### config.mk
export PLATFORM = sky130hd
export DESIGN_NAME = rps_regs
export DESIGN_NICKNAME = d
export VERILOG_FILES = /design/src/rtl/rps_pkg.sv /design/src/rtl/rps_regs.sv
export SDC_FILE = /design/constraint.sdc
export NUM_CORES = 1
export LEC_CHECK = 0
export BUFFER_PORTS_ARGS = -buffer_cell sky130_fd_sc_hd__buf_4
export CAP_MARGIN = 20
export CORE_MARGIN = 2
export CORE_UTILIZATION = 41
export DETAILED_ROUTE_END_ITERATION = 16
export PLACE_DENSITY = 0.78
export SLEW_MARGIN = 20
export SYNTH_ARGS = -nofsm -noshare
export SYNTH_HDL_FRONTEND = slang
export SYNTH_SLANG_ARGS = --single-unit
### constraint.sdc
create_clock -name clk -period 3.6 [get_ports clk]
set_input_delay 0 -clock clk [delete_from_list [all_inputs] [get_ports clk]]
set_output_delay 0 -clock clk [all_outputs]
set_load 0.05 [all_outputs]
### src/rtl/rps_pkg.sv
// Constants and types for the RAM pointer and indirect-select register bank.
// Assumes a classic Wishbone slave with 32-bit data, registers in the low byte.
// How it works
// Bit 7 of the pointer high register says whether the next RAM data access is a read (1) or a write (0).
// With bit 6 of the pointer high register set the pointer steps after each data access, else it holds.
// Software writes zero to bits 5 to 3 of the pointer high register, which have no function.
// Bits 2 to 0 of the pointer high register give RAM address bits 10 to 8.
// All eight bits of the pointer low register give RAM address bits 7 to 0.
// The three-bit selector picks which indirect register answers at register address 07.
// Selector 0 to 4 pick tentative ID, node ID, setup one, next ID, setup two; 5 to 7 pick nothing.
// The two low selector bits are the same flops as config bits 1 and 0, so either write updates both.
// Any write to the configuration register clears the top selector bit.
// The two pointer bytes form one 11-bit pointer and stepping carries from the low byte upward.
// Software writes zero to bits 7 to 3 of the selector register.
package rps_pkg;
    // Byte addresses on the bus
    localparam logic [4:0] ADR_PTR_HIGH = 5'h08;
    localparam logic [4:0] ADR_PTR_LOW = 5'h0C;
    localparam logic [4:0] ADR_SUB_SEL = 5'h14;
    localparam logic [4:0] ADR_CONFIG = 5'h18;
    localparam logic [4:0] ADR_INDIRECT = 5'h1C;
    // Field positions
    localparam int HIGH_DIR_BIT = 7;
    localparam int HIGH_STEP_BIT = 6;
    localparam int HIGH_UPPER_MSB = 2;
    localparam int SUB_TOP_BIT = 2;
    localparam int CFG_SUB_MSB = 1;
    // Widths and reset values
    localparam int PTR_W = 11;
    localparam logic [10:0] PTR_RST = 11'h000;
    localparam logic [5:0] CFG_UP_RST = 6'h00;
    localparam logic [2:0] SUB_RST = 3'h0;
    localparam logic [7:0] BYTE_ZERO = 8'h00;

    typedef enum logic [2:0] {
        SEL_TENT_ID = 3'b000,
        SEL_NODE_ID = 3'b001,
        SEL_SETUP1 = 3'b010,
        SEL_NEXT_ID = 3'b011,
        SEL_SETUP2 = 3'b100
    } rps_sel_t;

    typedef enum logic [0:0] {
        BUS_IDLE = 1'b0,
        BUS_ACK = 1'b1
    } rps_bus_t;
endpackage : rps_pkg

### src/rtl/rps_regs.sv
// Pointer, selector and configuration registers behind a Wishbone slave.
// Assumes the data-port logic pulses dataAccess once per RAM byte moved,
// and the indirect registers live outside, reached through indSel.
`timescale 1ns/100ps
`default_nettype none
module rps_regs (
    // Clock and reset
    input wire logic clk,
    input wire logic resetn,
    // Wishbone slave
    input wire logic wbCyc,
    input wire logic wbStb,
    input wire logic wbWe,
    input wire logic [4:0] wbAdr,
    input wire logic [3:0] wbSel,
    input wire logic [31:0] wbDatIn,
    output logic [31:0] wbDatOut,
    output logic wbAck,
    // RAM data port side
    input wire logic dataAccess,
    output logic [10:0] ramAddr,
    output logic readDirection,
    output logic autoStep,
    // Indirect register side
    input wire logic [7:0] indRdData,
    output logic [2:0] indSel,
    output logic indValid,
    output logic indWrStrobe,
    output logic [7:0] indWrData,
    // Configuration view
    output logic [7:0] cfgValue
);

    function automatic logic isHit(input logic [4:0] adr, input logic [4:0] off);
        isHit = (adr[4:2] == off[4:2]);
    endfunction : isHit

    function automatic logic selUsed(input logic [2:0] s);
        selUsed = (s <= rps_pkg::SEL_SETUP2);
    endfunction : selUsed

    rps_pkg::rps_bus_t busR;
    logic [10:0] ptrR;
    logic dirR;
    logic stepR;
    logic subTopR;
    logic [1:0] subLowR;
    logic [5:0] cfgUpR;
    logic [7:0] rdByte;
    logic [31:0] datR;
    logic indStrobeR;
    logic [7:0] indDataR;
    logic wrEn;
    logic wrHigh;
    logic wrLow;
    logic wrSub;
    logic wrCfg;
    logic wrInd;
    logic stepNow;

    // Writes land at the edge where the master sees ack
    assign wrEn = (busR == rps_pkg::BUS_ACK) && wbCyc && wbStb && wbWe && wbSel[0];
    assign wrHigh = wrEn && isHit(wbAdr, rps_pkg::ADR_PTR_HIGH);
    assign wrLow = wrEn && isHit(wbAdr, rps_pkg::ADR_PTR_LOW);
    assign wrSub = wrEn && isHit(wbAdr, rps_pkg::ADR_SUB_SEL);
    assign wrCfg = wrEn && isHit(wbAdr, rps_pkg::ADR_CONFIG);
    assign wrInd = wrEn && isHit(wbAdr, rps_pkg::ADR_INDIRECT);
    // Host pointer write beats a step in the same cycle
    assign stepNow = dataAccess && stepR && !wrHigh && !wrLow;

    // Bus handshake: one wait cycle, ack for one cycle
    always_ff @(posedge clk or negedge resetn) begin
        if (!resetn) begin
            busR <= rps_pkg::BUS_IDLE;
        end else begin
            case (busR)
                rps_pkg::BUS_IDLE: begin
                    if (wbCyc && wbStb) begin
                        busR <= rps_pkg::BUS_ACK;
                    end
                end
                rps_pkg::BUS_ACK: begin
                    busR <= rps_pkg::BUS_IDLE;
                end
                default: begin
                    busR <= rps_pkg::BUS_IDLE;
                end
            endcase
        end
    end

    assign wbAck = (busR == rps_pkg::BUS_ACK);

    // Read mux; reserved bits and unmapped words read zero
    always_comb begin
        rdByte = rps_pkg::BYTE_ZERO;
        if (isHit(wbAdr, rps_pkg::ADR_PTR_HIGH)) begin
            rdByte = {dirR, stepR, 3'h0, ptrR[10:8]};
        end else if (isHit(wbAdr, rps_pkg::ADR_PTR_LOW)) begin
            rdByte = ptrR[7:0];
        end else if (isHit(wbAdr, rps_pkg::ADR_SUB_SEL)) begin
            rdByte = {5'h00, subTopR, subLowR};
        end else if (isHit(wbAdr, rps_pkg::ADR_CONFIG)) begin
            rdByte = {cfgUpR, subLowR};
        end else if (isHit(wbAdr, rps_pkg::ADR_INDIRECT)) begin
            rdByte = indValid ? indRdData : rps_pkg::BYTE_ZERO;
        end
    end

    // Read data captured as the request is taken, held through ack
    always_ff @(posedge clk or negedge resetn) begin
        if (!resetn) begin
            datR <= 32'h0000_0000;
        end else if (busR == rps_pkg::BUS_IDLE && wbCyc && wbStb) begin
            datR <= {24'h00_0000, rdByte};
        end
    end

    assign wbDatOut = datR;

    // Direction and step controls
    always_ff @(posedge clk or negedge resetn) begin
        if (!resetn) begin
            dirR <= 1'b0;
            stepR <= 1'b0;
        end else if (wrHigh) begin
            dirR <= wbDatIn[rps_pkg::HIGH_DIR_BIT];
            stepR <= wbDatIn[rps_pkg::HIGH_STEP_BIT];
        end
    end

    // One 11-bit pointer; bits 5 to 3 of the high byte are dropped
    always_ff @(posedge clk or negedge resetn) begin
        if (!resetn) begin
            ptrR <= rps_pkg::PTR_RST;
        end else if (wrHigh) begin
            ptrR[10:8] <= wbDatIn[rps_pkg::HIGH_UPPER_MSB:0];
        end else if (wrLow) begin
            ptrR[7:0] <= wbDatIn[7:0];
        end else if (stepNow) begin
            ptrR <= ptrR + 11'h001;
        end
    end

    // Low selector bits shared by both registers
    always_ff @(posedge clk or negedge resetn) begin
        if (!resetn) begin
            subLowR <= rps_pkg::SUB_RST[1:0];
        end else if (wrSub || wrCfg) begin
            subLowR <= wbDatIn[rps_pkg::CFG_SUB_MSB:0];
        end
    end

    // Top selector bit; config write clears it
    always_ff @(posedge clk or negedge resetn) begin
        if (!resetn) begin
            subTopR <= rps_pkg::SUB_RST[2];
        end else if (wrCfg) begin
            subTopR <= 1'b0;
        end else if (wrSub) begin
            subTopR <= wbDatIn[rps_pkg::SUB_TOP_BIT];
        end
    end

    // Rest of the configuration register, kept for the outside
    always_ff @(posedge clk or negedge resetn) begin
        if (!resetn) begin
            cfgUpR <= rps_pkg::CFG_UP_RST;
        end else if (wrCfg) begin
            cfgUpR <= wbDatIn[7:2];
        end
    end

    // Indirect write strobe; reserved selections go nowhere
    always_ff @(posedge clk or negedge resetn) begin
        if (!resetn) begin
            indStrobeR <= 1'b0;
            indDataR <= rps_pkg::BYTE_ZERO;
        end else begin
            indStrobeR <= wrInd && indValid;
            if (wrInd) begin
                indDataR <= wbDatIn[7:0];
            end
        end
    end

    assign ramAddr = ptrR;
    assign readDirection = dirR;
    assign autoStep = stepR;
    assign indSel = {subTopR, subLowR};
    assign indValid = selUsed(indSel);
    assign indWrStrobe = indStrobeR;
    assign indWrData = indDataR;
    assign cfgValue = {cfgUpR, subLowR};
endmodule : rps_regs
`default_nettype wire

# [Word-level counts from Yosys, hierarchy flattened]
# Index checks and enable logic that the tools add are counted.
[word_totals] out_inout_bits=67 latchBits=0 romBits=0 in_bits=55 memories=0 reg_bits=40 mem_bits_rw=0
[classes] bitwise=2 div=0 n_lt_le_gt_ge=1 n_addsub=1 muxes=14 n_reduce_logical=24 shifts=0 n_mul=0 eq_ne=6
[ops] operator="$mux W8" count=7
[ops] operator="$logic_and A1 B1 Y1" count=16
[ops] operator="$add A11 B1 Y11 const B" count=1
[ops] operator="$mux W11" count=1
[ops] operator="$eq A3 B3 Y1 const B" count=3
[ops] operator="$eq A3 B2 Y1 const B" count=2
[ops] operator="$mux W3" count=2
[ops] operator="$reduce_bool A2 Y1" count=3
[ops] operator="$reduce_and A2 Y1" count=2
[ops] operator="$le A3 B3 Y1 const B" count=1
[ops] operator="$mux W1" count=3
[ops] operator="$logic_not A1 Y1" count=2
[ops] operator="$ne A2 B2 Y1 const B" count=1
[ops] operator="$not A1 Y1" count=2
[ops] operator="$pmux W1 S2" count=1
[ops] operator="$logic_or A1 B1 Y1" count=1

# [Logic depth before layout (Yosys ltp)]
# Gate-level depths: netlist of run 1.
[logic_depth] depth_word=11 depth_mapped=6 depth_no_buf=6

# [Least setup slack after synthesis of run 1]
# Ideal clock, no wire load.
[synth_path] path_type="reg2reg" from="register subLowR[0]" to="register datR[0], in the netlist wbDatOut[0]" slack_ns=0.881 arrival_ns=2.624 setup_ns=0.096 required_time_ns=3.504 path_buffers=1 period_less_slack_ns=2.719 stages_incl_launch_ff=6 path_cell_list="dfrtp_1 o21ai_0 and4_1 buf_2 a222oi_1 o31ai_1"
[synth_via] elab_chain_cells=7
[synth_lines] item="start, declared" line="rps_regs.sv:47" rtl="logic [1:0] subLowR;"
[synth_lines] item="start signal, assigned" line="rps_regs.sv:148" rtl="subLowR <= rps_pkg::SUB_RST[1:0];"
[synth_lines] item="start signal, assigned" line="rps_regs.sv:150" rtl="subLowR <= wbDatIn[rps_pkg::CFG_SUB_MSB:0];"
[synth_lines] item="$le A3 B3 Y1" line="rps_regs.sv:39" rtl="selUsed = (s <= rps_pkg::SEL_SETUP2);"
[synth_lines] item="net indValid" line="rps_regs.sv:27" rtl="output logic indValid,"
[synth_lines] item="$mux W8" line="rps_regs.sv:106" rtl="rdByte = indValid ? indRdData : rps_pkg::BYTE_ZERO;"
[synth_lines] item="$mux W8" line="rps_regs.sv:105" rtl="end else if (isHit(wbAdr, rps_pkg::ADR_INDIRECT)) begin"
[synth_lines] item="$mux W8" line="rps_regs.sv:103" rtl="end else if (isHit(wbAdr, rps_pkg::ADR_CONFIG)) begin"
[synth_lines] item="$mux W8" line="rps_regs.sv:101" rtl="end else if (isHit(wbAdr, rps_pkg::ADR_SUB_SEL)) begin"
[synth_lines] item="$mux W8" line="rps_regs.sv:99" rtl="end else if (isHit(wbAdr, rps_pkg::ADR_PTR_LOW)) begin"
[synth_lines] item="$mux W8" line="rps_regs.sv:97" rtl="if (isHit(wbAdr, rps_pkg::ADR_PTR_HIGH)) begin"
[synth_lines] item="end signal, assigned" line="rps_regs.sv:115" rtl="datR <= {24'h00_0000, rdByte};"
[synth_lines] item="end, declared" line="rps_regs.sv:50" rtl="logic [31:0] datR;"
# The timed path passes the listed nets, and every way through them passes these cells.
# A chain may end at the register's enable or synchronous reset.

# [Worst setup path in the final report of run 1]
[layout_path] from="register busR, in the netlist wbAck" to="register datR[2], in the netlist wbDatOut[2]"
[layout_via] elab_chain_cells=3
[layout_lines] item="start, declared" line="rps_regs.sv:42" rtl="rps_pkg::rps_bus_t busR;"
[layout_lines] item="start signal, assigned" line="rps_regs.sv:74" rtl="busR <= rps_pkg::BUS_IDLE;"
[layout_lines] item="start signal, assigned" line="rps_regs.sv:79" rtl="busR <= rps_pkg::BUS_ACK;"
[layout_lines] item="start signal, assigned" line="rps_regs.sv:83" rtl="busR <= rps_pkg::BUS_IDLE;"
[layout_lines] item="$not A1 Y1"
[layout_lines] item="$logic_and A1 B1 Y1 (2 in a row)" line="rps_regs.sv:114" rtl="end else if (busR == rps_pkg::BUS_IDLE && wbCyc && wbStb) begin"
# Every way passes these cells.

==> results of run 1 <==
[Yosys cell counts, types with 2 or more instances]
cell type,instances,share of area
a211oi_1,2,0.0065
a21oi_1,4,0.0087
a222oi_1,2,0.0087
a22o_1,4,0.015
a22oi_1,5,0.016
and3_1,2,0.0055
and4_1,3,0.011
buf_2,5,0.011
buf_4,27,0.088
clkbuf_1,4,0.0065
dfrtp_1,40,0.44
inv_1,8,0.013
mux2_2,18,0.088
nand2_1,26,0.043
nand2b_1,2,0.0055
nand3_1,5,0.011
nand4_1,3,0.0082
nor2_1,3,0.0049
nor2b_1,8,0.022
nor3_1,3,0.0065
o21ai_0,19,0.041
o22ai_1,2,0.0055
o31ai_1,4,0.013
xnor2_1,6,0.023
xor2_1,4,0.015
[worst max-delay path, delay by kind of cell, from the launching register on]
| family | cells | cell delay, ns |
|---|---|---|
| DFF | 1 | 0.43 |
| AOI/OAI and AO/OA | 2 | 0.13 |
| and+or+nand+nor | 2 | 1.03 |
| buffers and inverters | 1 | 0.12 |
[per-stage QoR]
step	area [um^2]	setup WS [ns]	hold slack (ns)
floorplan	2380	0.8807	-0.2956
global placement	2730	1.775	0.007622
detailed placement	2730	1.747	0.01040
CTS	2928	1.735	0.008364
global route	2928	1.615	0.01024
finish	2928	1.761	0.01509
[cell families (layout without fill, tap and decap cells)]
kind of cell | after synthesis | in the layout
compound gates | 47 | 47
xor+xnor | 10 | 10
fa+ha+maj | 1 | 1
buf+inv | 46 | 94
flops | 40 | 40
mux | 19 | 19
other cells | 1 | 24
simple gates | 65 | 65
[area by class of cell]
cell class,count,share of cell area
multi-input combinational,166,0.3727
tap,72,0.03077
clock buffer,6,0.02479
sequential,40,0.3419
clock inverter,2,0.01197
inverter,8,0.01026
timing repair buffer,78,0.2077
[flip-flops by register name, summed over array words and instances (netlist names)]
| signal | cells |
|---|---|
| wbDatOut | 8 |
| readDirection | 1 |
| cfgUpR | 6 |
| indWrStrobe | 1 |
| indWrData | 8 |
| subLowR | 2 |
| subTopR | 1 |
| ramAddr | 11 |
| autoStep | 1 |
| wbAck | 1 |
[layer usage]
layer | global-route usage | vias to the layer above | share of wire
li1 | - | 895 | -
met1 | 0.2238 | 865 | 0.42
met2 | 0.2906 | 64 | 0.49
met3 | 0.05568 | 5 | 0.079
met4 | 0.04211 | 0 | 0.0090
met5 | 0 | - | 0
[power by group]
group	switching, mW	leakage [nW]	internal, mW
clock	0.156	0.0552	0.206
combinational	0.262	0.814	0.107
sequential	0.0434	0.531	0.481
[worst paths after layout]
path                                end  slack (ns)  cells after the start
max                         wbDatOut[2]        1.76                      5
min                         wbDatOut[3]        0.02                      3
max reg2reg                 wbDatOut[2]        1.76                      5
min reg2reg                 wbDatOut[4]        0.48                      2
max in group asynchronous    subLowR[0]        3.01                      2
min in group asynchronous  indWrData[3]        0.23                      2
==> impl_metrics.py, run 1 <==
metrics = {
    "yosys": {
        "avgSynthCellArea_um2": 10.02,
        "ys.warnings.count": 0,
        "synth_edf_count": 0,
        "synth_cell_types": 45,
        "synth-seq-area-share": 0.4364,
        "netlist_area_um2": 2293,
        "synthArstFlopShare": 1.000,
        "postSynthCellCount": 229,
        "synth-adder-area-share": 0.005456,
        "synth_mux_area_frac": 0.09274,
        "synth-xor-area-share": 0.03819,
        "synth-compound-area-share": 0.1331,
        "synth_top_family_by_area": "simple AND/OR/NAND/NOR gates",
        "yosys.area_share.simple": 0.1669,
        "synth-seq-cells": 40,
        "synth-main-ff-cell": "dfrtp_1",
    },
    "clock_network": {
        "cts_tree": "built",
        "root_buffer": "clkbuf_8",
        "clkLatencyLatePin_ns": 0.29,
        "cts-resized-gates": 0,
        "clkTransAtPathRegs_ns": 0.08,
        "cts.path.max_buffers": 2,
        "cts_setup_buffers": 0,
        "numCtsBuffers": 5,
        "clock_sinks": 40,
        "cts_hold_buf": 9,
        "cts.htree.levels": 2,
    },
    "timing": {
        "drv_slew": 0,
        "finalCriticalPeriod_ns": 1.839,
        "finalHoldViolCount": 0,
        "setup_violations": 0,
        "slew_headroom": 0.6235,
        "fin_crit_sh": 0.5107,
        "rsz0062_at_grt": "no",
        "fmax_mhz": 543.9,
        "tns_ns": 0,
        "fin_worst_skew_ns": 0.006648,
        "worst_pin_slew_ns": 0.5632,
    },
    "min_path": {
        "min_from": "indRdData[3]",
        "hp-class": "primary input to flop",
    },
    "floorplanning": {
        "die_h_um": 78.79,
        "fp.coreArea_um2": 5439,
        "rows": 27,
        "die_area_um2": 6208,
        "die_x_um": 78.79,
        "start_util": 0.4217,
        "boundaryPins": 122,
    },
    "layout": {
        "area_delta_synth_final_pct": 27.66,
        "nets": 355,
        "layout_common_cells": "buf_4 (69), dfrtp_1 (40), nand2_1 (26)",
        "regArea_um2": 1001,
        "drive_gt1_frac": 0.3367,
        "fillers": 507,
        "final_common_cell": "buf_4",
        "finish.utilization": 0.5383,
        "instances_no_fill": 372,
        "multi_input_area_um2": 1091,
        "num_antenna_cells": 0,
    },
    "pwr": {
        "ir_drop_mv": 0.2905,
        "power_mw": 1.255,
        "power_density_nw_per_um2": 428.5,
        "power.leakage_nw": 1.400,
    },
    "placed_design": {
        "port_buffers": 68,
        "place_congestion": 0.8560,
        "placed_cells": 355,
        "dp_hpwl_mm": 3.878,
    },
    "worst_setup_path": {
        "cp-start-kind": "flop",
        "crit_arrival_ns": 2.01,
        "critPathMaxFanout": 17,
        "critical-path-max-stage-delay_ns": 0.62,
        "cp_slowest_cell": "or4_1",
        "crit_chain": "inv_1 -> nand3_1 -> or4_1 -> o21ai_0 -> a21oi_1",
        "r2r_start": "wbAck",
        "crit_path_start": "wbAck",
        "critical_path_required_ns": 3.77,
        "cp-end-kind": "flop",
        "crit_type": "flop to flop",
    },
    "global_route": {
        "grt_util_all_layers": 0.1755,
        "antenna_found_initial": 0,
        "grt_pass1_wl_mm": 8.452,
        "grt_pass1_vias": 1733,
        "grt_overflow": 0,
        "grt_max_degree": 41,
    },
    "detailed_routing": {
        "wl_mm": 5.307,
        "drt_pass1_iterations": 4,
        "num_vias": 1829,
        "viasPerCell": 4.917,
        "drc": 0,
        "detail-route-antenna-nets": 0,
        "avgRoutedWirePerCell_um": 14.27,
        "drtIter0Drc": 103,
    },
    "flow_run": {
        "drv_cap": 0,
    },
    "status": {
        "outcome": "complete, no violations",
    },
}
No activity file was read; power rests on OpenSTA's default activity.
==> run 2: changes to the inputs <==
ABC_AREA = 1   (was not set)
PLACE_DENSITY = 0.8   (was 0.78)
clock period = 1.6 ns   (was 3.6 ns; I/O delays follow)
==> run 2 against run 1 <==
  * Via count rose by 26%
  * Synthesized cell count up 41%
  * Routed wire length is 20% higher
  * Sequential cell count did not move
  * Critical path type unchanged
==> impl_metrics.py, run 2 <==
metrics = {
    "timing": {
        "finalCriticalPeriod_ns": 1.498,
        "drv_slew": 0,
        "hold_ws_ns": 0.02837,
        "fin_crit_sh": 0.9365,
        "fin_worst_skew_ns": 0.005295,
        "fmax_mhz": 667.4,
        "slew_headroom": 0.6543,
        "tns_ns": 0,
        "setup_violations": 0,
        "worst_pin_slew_ns": 0.5185,
        "rsz0062_at_grt": "no",
        "finalHoldViolCount": 0,
    },
    "worst_setup_path": {
        "critPathMaxFanout": 11,
        "r2r_start": "wbAck",
        "cpMostUsedCell": "nand2_4",
        "critical_path_required_ns": 1.78,
        "crit_arrival_ns": 1.68,
        "cp_slowest_cell": "dfrtp_2",
        "crit_path_start": "wbAck",
        "cp-start-kind": "flop",
        "critical-path-max-stage-delay_ns": 0.38,
        "crit_chain": "nand3_1 -> nor2_8 -> nand2_2 -> nand2_4 -> nand2_4 -> nand2_1 -> o21ai_0",
        "crit_type": "flop to flop",
        "cp-end-kind": "flop",
    },
    "clock_network": {
        "clkTransAtPathRegs_ns": 0.09,
        "numCtsBuffers": 5,
        "clock_sinks": 40,
        "cts.htree.levels": 2,
        "cts_tree": "built",
        "root_buffer": "clkbuf_8",
        "clkLatencyLatePin_ns": 0.30,
        "cts.path.max_buffers": 2,
    },
    "global_route": {
        "grt_overflow": 0,
        "antenna_found_initial": 0,
        "grt_util_all_layers": 0.2085,
        "grt_pass1_vias": 2204,
        "grt_max_degree": 41,
        "grt_pass1_wl_mm": 10.49,
    },
    "floorplanning": {
        "die_h_um": 80.89,
        "boundaryPins": 122,
        "fp.coreArea_um2": 5816,
        "start_util": 0.4167,
        "die_x_um": 80.89,
        "die_area_um2": 6542,
        "rows": 28,
    },
    "min_path": {
        "min_from": "wbDatIn[7]",
        "hp-class": "primary input to flop",
    },
    "yosys": {
        "yosysMostFrequentCell": "nand2_1",
        "synthTopCellsByArea": "dfrtp_1 (41%), nand2_1 (17%), buf_4 (8.4%), nand3_1 (7.4%), inv_1 (3.7%)",
        "synth-seq-cells": 40,
        "synth-seq-area-share": 0.4130,
        "postSynthCellCount": 323,
        "avgSynthCellArea_um2": 7.503,
        "synthArstFlopShare": 1.000,
        "synth_cell_types": 30,
        "synth-main-ff-cell": "dfrtp_1",
        "netlist_area_um2": 2424,
        "synth_top_area_cell": "dfrtp_1",
        "ys_top_cells_by_count": "nand2_1 (110), dfrtp_1 (40), nand3_1 (36)",
        "synth_edf_count": 0,
        "ys.warnings.count": 0,
        "synth_top_cell_area_share": 0.4130,
    },
    "pwr": {
        "power.leakage_nw": 1.690,
        "ir_drop_mv": 0.4781,
        "power_density_nw_per_um2": 956.5,
    },
    "detailed_routing": {
        "drc": 0,
        "drt_pass1_iterations": 4,
        "wl_mm": 6.350,
        "avgRoutedWirePerCell_um": 13.51,
        "detail-route-antenna-nets": 0,
        "viasPerCell": 4.885,
        "num_vias": 2296,
        "drtIter0Drc": 202,
    },
    "layout": {
        "final_common_cell": "nand2_1",
        "multi_input_area_um2": 1182,
        "area_delta_synth_final_pct": 26.23,
        "fillers": 568,
        "largest_register_ffs": 11,
        "num_antenna_cells": 0,
        "nets": 450,
        "layout_common_cells": "nand2_1 (110), buf_4 (70), dfrtp_1 (37)",
        "drive_gt1_frac": 0.2684,
        "regArea_um2": 1005,
    },
    "placed_design": {
        "dp_hpwl_mm": 4.807,
        "port_buffers": 68,
        "place_congestion": 0.9153,
    },
    "flow_run": {
        "drv_cap": 0,
    },
    "status": {
        "outcome": "complete, no violations",
    },
}
[run 2: cell count changes after synthesis, moves of 6 or more]
cell and change:
nand3_1 +31, mux2_2 -18, nor2_1 +19, nor2b_1 -8
nand2_1 +84, o21ai_0 -6, o21ai_2 +7, inv_1 +16
[run 2: layout make-up]
cell class,instances,share of cell area
timing repair buffer,74,0.1849
sequential,40,0.3284
clock inverter,3,0.01513
tap,75,0.03067
clock buffer,5,0.02249
multi-input combinational,247,0.3865
inverter,26,0.03190
[run 2: worst paths after layout]
path / to / cells past startpoint / slack [ns]
setup / recovery: ramAddr[0] / 7 / 0.10
hold / removal: indWrData[7] / 3 / 0.03
setup reg to reg: ramAddr[0] / 7 / 0.10
hold reg to reg: wbDatOut[7] / 2 / 0.49
max in group asynchronous: ramAddr[0] / 2 / 0.99
min in group asynchronous: ramAddr[9] / 2 / 0.21
[run 2: stage by stage]
stage,util,power (mW),setup WS (ns),cell area [um^2],cells
finish,0.5260,2.926,0.1016,3059,470
global route,0.5260,3.067,0.003704,3059,470
CTS,0.5243,2.928,0.04279,3049,470
detailed placement,0.4976,2.066,0.07257,2894,458
global placement,0.4976,2.053,0.1168,2894,458
floorplan,-,1.826,0.01179,2525,346
[run 2: critical path: cells and delay by family, from the launching register on]
family	cells	cell delay (ns)
flops	1	0.38
compound gates	1	0.08
simple gates	6	0.90
[run 2: timing repair]
action	4_1_cts	5_1_grt
hold endpoints to repair	44	0
endpoints found under the setup margin	0	8
buffers inserted	0	0
hold buffers	4	0
gates resized for setup	0	2
[run 2: power by group]
group          total (mW)  internal [mW]  switching [mW]
combinational       0.897          0.255           0.642
sequential           1.17           1.09          0.0800
clock               0.863          0.470           0.393
total                2.93           1.81            1.12
[run 2: cell families after synthesis]
family / after synthesis / synth area share
compound gates: 31 / 0.07847
xor+xnor: 2 / 0.007229
fa+ha+maj: 1 / 0.005162
buf+inv: 59 / 0.1435
flops: 40 / 0.4130
other cells: 1 / 0.001547
simple gates: 189 / 0.3511
[run 2: metal layers]
metal | up-vias | track usage | wire length (um) | part of all wire
met2 | 95 | 0.3421 | 3140 | 0.49
li1 | 1126 | - | - | -
met5 | - | 0 | 0 | 0
met4 | 0 | 0.08644 | 176 | 0.028
met3 | 15 | 0.04444 | 393 | 0.062
met1 | 1060 | 0.2669 | 2639 | 0.42
==> run 3: changes to the inputs <==
CTS_CLUSTER_DIAMETER = 60   (was not set)
CTS_CLUSTER_SIZE = 25   (was not set)
RECOVER_POWER = 50   (was not set)
==> run 3 against run 2 <==
  * Clock power about the same
  * Register-to-register slack is essentially flat
  * Critical endpoint unchanged
  * Highest routed layer unchanged
  * Cell count unchanged
  * Count of clock-buffer cells in the layout stayed put
  * Non-clock buffer count did not move
==> impl_metrics.py, run 3 (synthesis results as in run 2) <==
metrics = {
    "layout": {
        "instances_no_fill": 470,
        "drive_gt1_frac": 0.2177,
        "layout_common_cells": "nand2_1 (110), buf_4 (50), dfrtp_1 (37)",
        "finish.utilization": 0.5129,
        "num_antenna_cells": 0,
        "nets": 450,
        "fillers": 584,
        "final_common_cell": "nand2_1",
        "largest_register_ffs": 11,
        "area_delta_synth_final_pct": 23.08,
        "stdcell_area_um2": 2983,
    },
    "timing": {
        "drv_slew": 0,
        "finalCriticalPeriod_ns": 1.488,
        "setup_violations": 0,
        "fin_crit_sh": 0.9299,
        "hold_ws_ns": 0.02595,
        "setup_ws_ns": 0.1121,
        "slew_headroom": 0.3229,
        "rsz0062_at_grt": "no",
        "finalHoldViolCount": 0,
        "worst_pin_slew_ns": 1.016,
        "tns_ns": 0,
        "fmax_mhz": 672.1,
        "fin_worst_skew_ns": 0.006003,
    },
    "worst_setup_path": {
        "critical_path_required_ns": 1.78,
        "r2r_start": "wbAck",
        "crit_type": "flop to flop",
        "path_buf_inv": 0,
        "crit_arrival_ns": 1.67,
        "r2r_cells": 7,
        "crit_chain": "nand3_1 -> nor2_8 -> nand2_2 -> nand2_4 -> nand2_4 -> nand2_1 -> o21ai_0",
        "cpMostUsedCell": "nand2_4",
        "reg2reg_to": "ramAddr[0]",
        "crit_path_start": "wbAck",
        "cp-start-kind": "flop",
        "crit_family": "simple AND/OR/NAND/NOR gates",
        "cp-end-kind": "flop",
        "worst-r2r-setup-slack_ns": 0.11,
        "critPathMaxFanout": 11,
        "cp_slowest_cell": "dfrtp_2",
        "critical-path-max-stage-delay_ns": 0.37,
    },
    "pwr": {
        "power_density_nw_per_um2": 971.1,
        "ir_drop_mv": 0.4554,
        "power_mw": 2.897,
        "power.leakage_nw": 1.611,
    },
    "clock_network": {
        "cts.htree.levels": 2,
        "numCtsBuffers": 5,
        "cts_tree": "built",
        "root_buffer": "clkbuf_8",
        "cts.path.max_buffers": 2,
        "clkLatencyLatePin_ns": 0.30,
        "clock_sinks": 40,
        "clkTransAtPathRegs_ns": 0.09,
    },
    "global_route": {
        "grt_util_all_layers": 0.2085,
        "grt_pass1_wl_mm": 10.49,
        "antenna_found_initial": 0,
        "grt_max_degree": 41,
        "grt_pass1_vias": 2204,
        "grt_overflow": 0,
    },
    "floorplanning": {
        "boundaryPins": 122,
        "die_area_um2": 6542,
        "fp.coreArea_um2": 5816,
        "rows": 28,
        "die_h_um": 80.89,
        "start_util": 0.4167,
        "die_x_um": 80.89,
    },
    "detailed_routing": {
        "avgRoutedWirePerCell_um": 13.54,
        "detail-route-antenna-nets": 0,
        "drtIter0Drc": 201,
        "num_vias": 2294,
        "drc": 0,
        "wl_mm": 6.363,
        "viasPerCell": 4.881,
        "drt_pass1_iterations": 4,
    },
    "min_path": {
        "hold_end": "wbDatOut[3]",
        "hp-class": "primary input to flop",
        "holdPathStages": 5,
        "min_from": "indRdData[3]",
    },
    "placed_design": {
        "port_buffers": 68,
        "place_congestion": 0.9153,
        "placed_cells": 458,
        "place_ws_ns": 0.07257,
        "dp_hpwl_mm": 4.807,
        "dpl-instance-area_um2": 2894,
    },
    "status": {
        "outcome": "complete, no violations",
    },
    "flow_run": {
        "drv_cap": 0,
    },
}
[run 3: cell types whose count changed in the layout (fill, tap and decap cells not counted)]
cell,previous run,this run
nor2_2,2,1
clkbuf_1,0,19
clkbuf_2,0,1
nor2_1,22,23
buf_4,70,50
[run 3: layer usage]
layer  GRT usage  routed length, um  vias up
met4     0.08644                171        0
met2      0.3421               3162       81
li1            -                  -     1126
met1      0.2669               2657     1072
met3     0.04444                371       15
met5           0                  0        -
[run 3: layout make-up]
| cell class | instances | area, um^2 | area share |
|---|---|---|---|
| Tap cell | 75 | 93.84 | 0.03146 |
| Multi-Input combinational cell | 247 | 1180 | 0.3956 |
| Timing Repair Buffer | 74 | 491.7 | 0.1648 |
| Clock buffer | 5 | 68.82 | 0.02307 |
| Inverter | 26 | 97.59 | 0.03272 |
| Sequential cell | 40 | 1005 | 0.3368 |
| Clock inverter | 3 | 46.29 | 0.01552 |
[run 3: worst max-delay path by stage]
stage | slack [ns] | cells past startpoint | endpoint
2_1_floorplan | 0.01 | 6 | wbDatOut[4]
3_3_place_gp | 0.12 | 7 | ramAddr[6]
3_5_place_dp | 0.07 | 6 | ramAddr[0]
4_1_cts | 0.04 | 7 | ramAddr[0]
5_1_grt | 0.004 | 6 | ramAddr[6]
6_report | 0.11 | 7 | ramAddr[0]
[run 3: what timing repair did]
| item | in CTS | in global routing |
|---|---|---|
| endpoints found under the hold margin | 44 | 0 |
| resized for setup | 0 | 2 |
| setup buffers | 0 | 0 |
| setup endpoints to repair | 0 | 8 |
| hold buffers | 4 | 0 |
[run 3: worst reg2reg max path, cell delays in order (launching register included)]
cell and delay [ns]:
dfrtp_2 0.37, nand3_1 0.16, nor2_8 0.21, nand2_2 0.19, nand2_4 0.18, nand2_4 0.11, nand2_1 0.08, o21ai_0 0.07
[run 3: power breakdown]
part / switching (mW) / total (mW) / leakage, nW / internal, mW
clock network: 0.392 / 0.862 / 0.0548 / 0.470
logic: 0.644 / 0.871 / 1.02 / 0.226
registers: 0.0791 / 1.16 / 0.540 / 1.09
total: 1.11 / 2.90 / 1.61 / 1.78
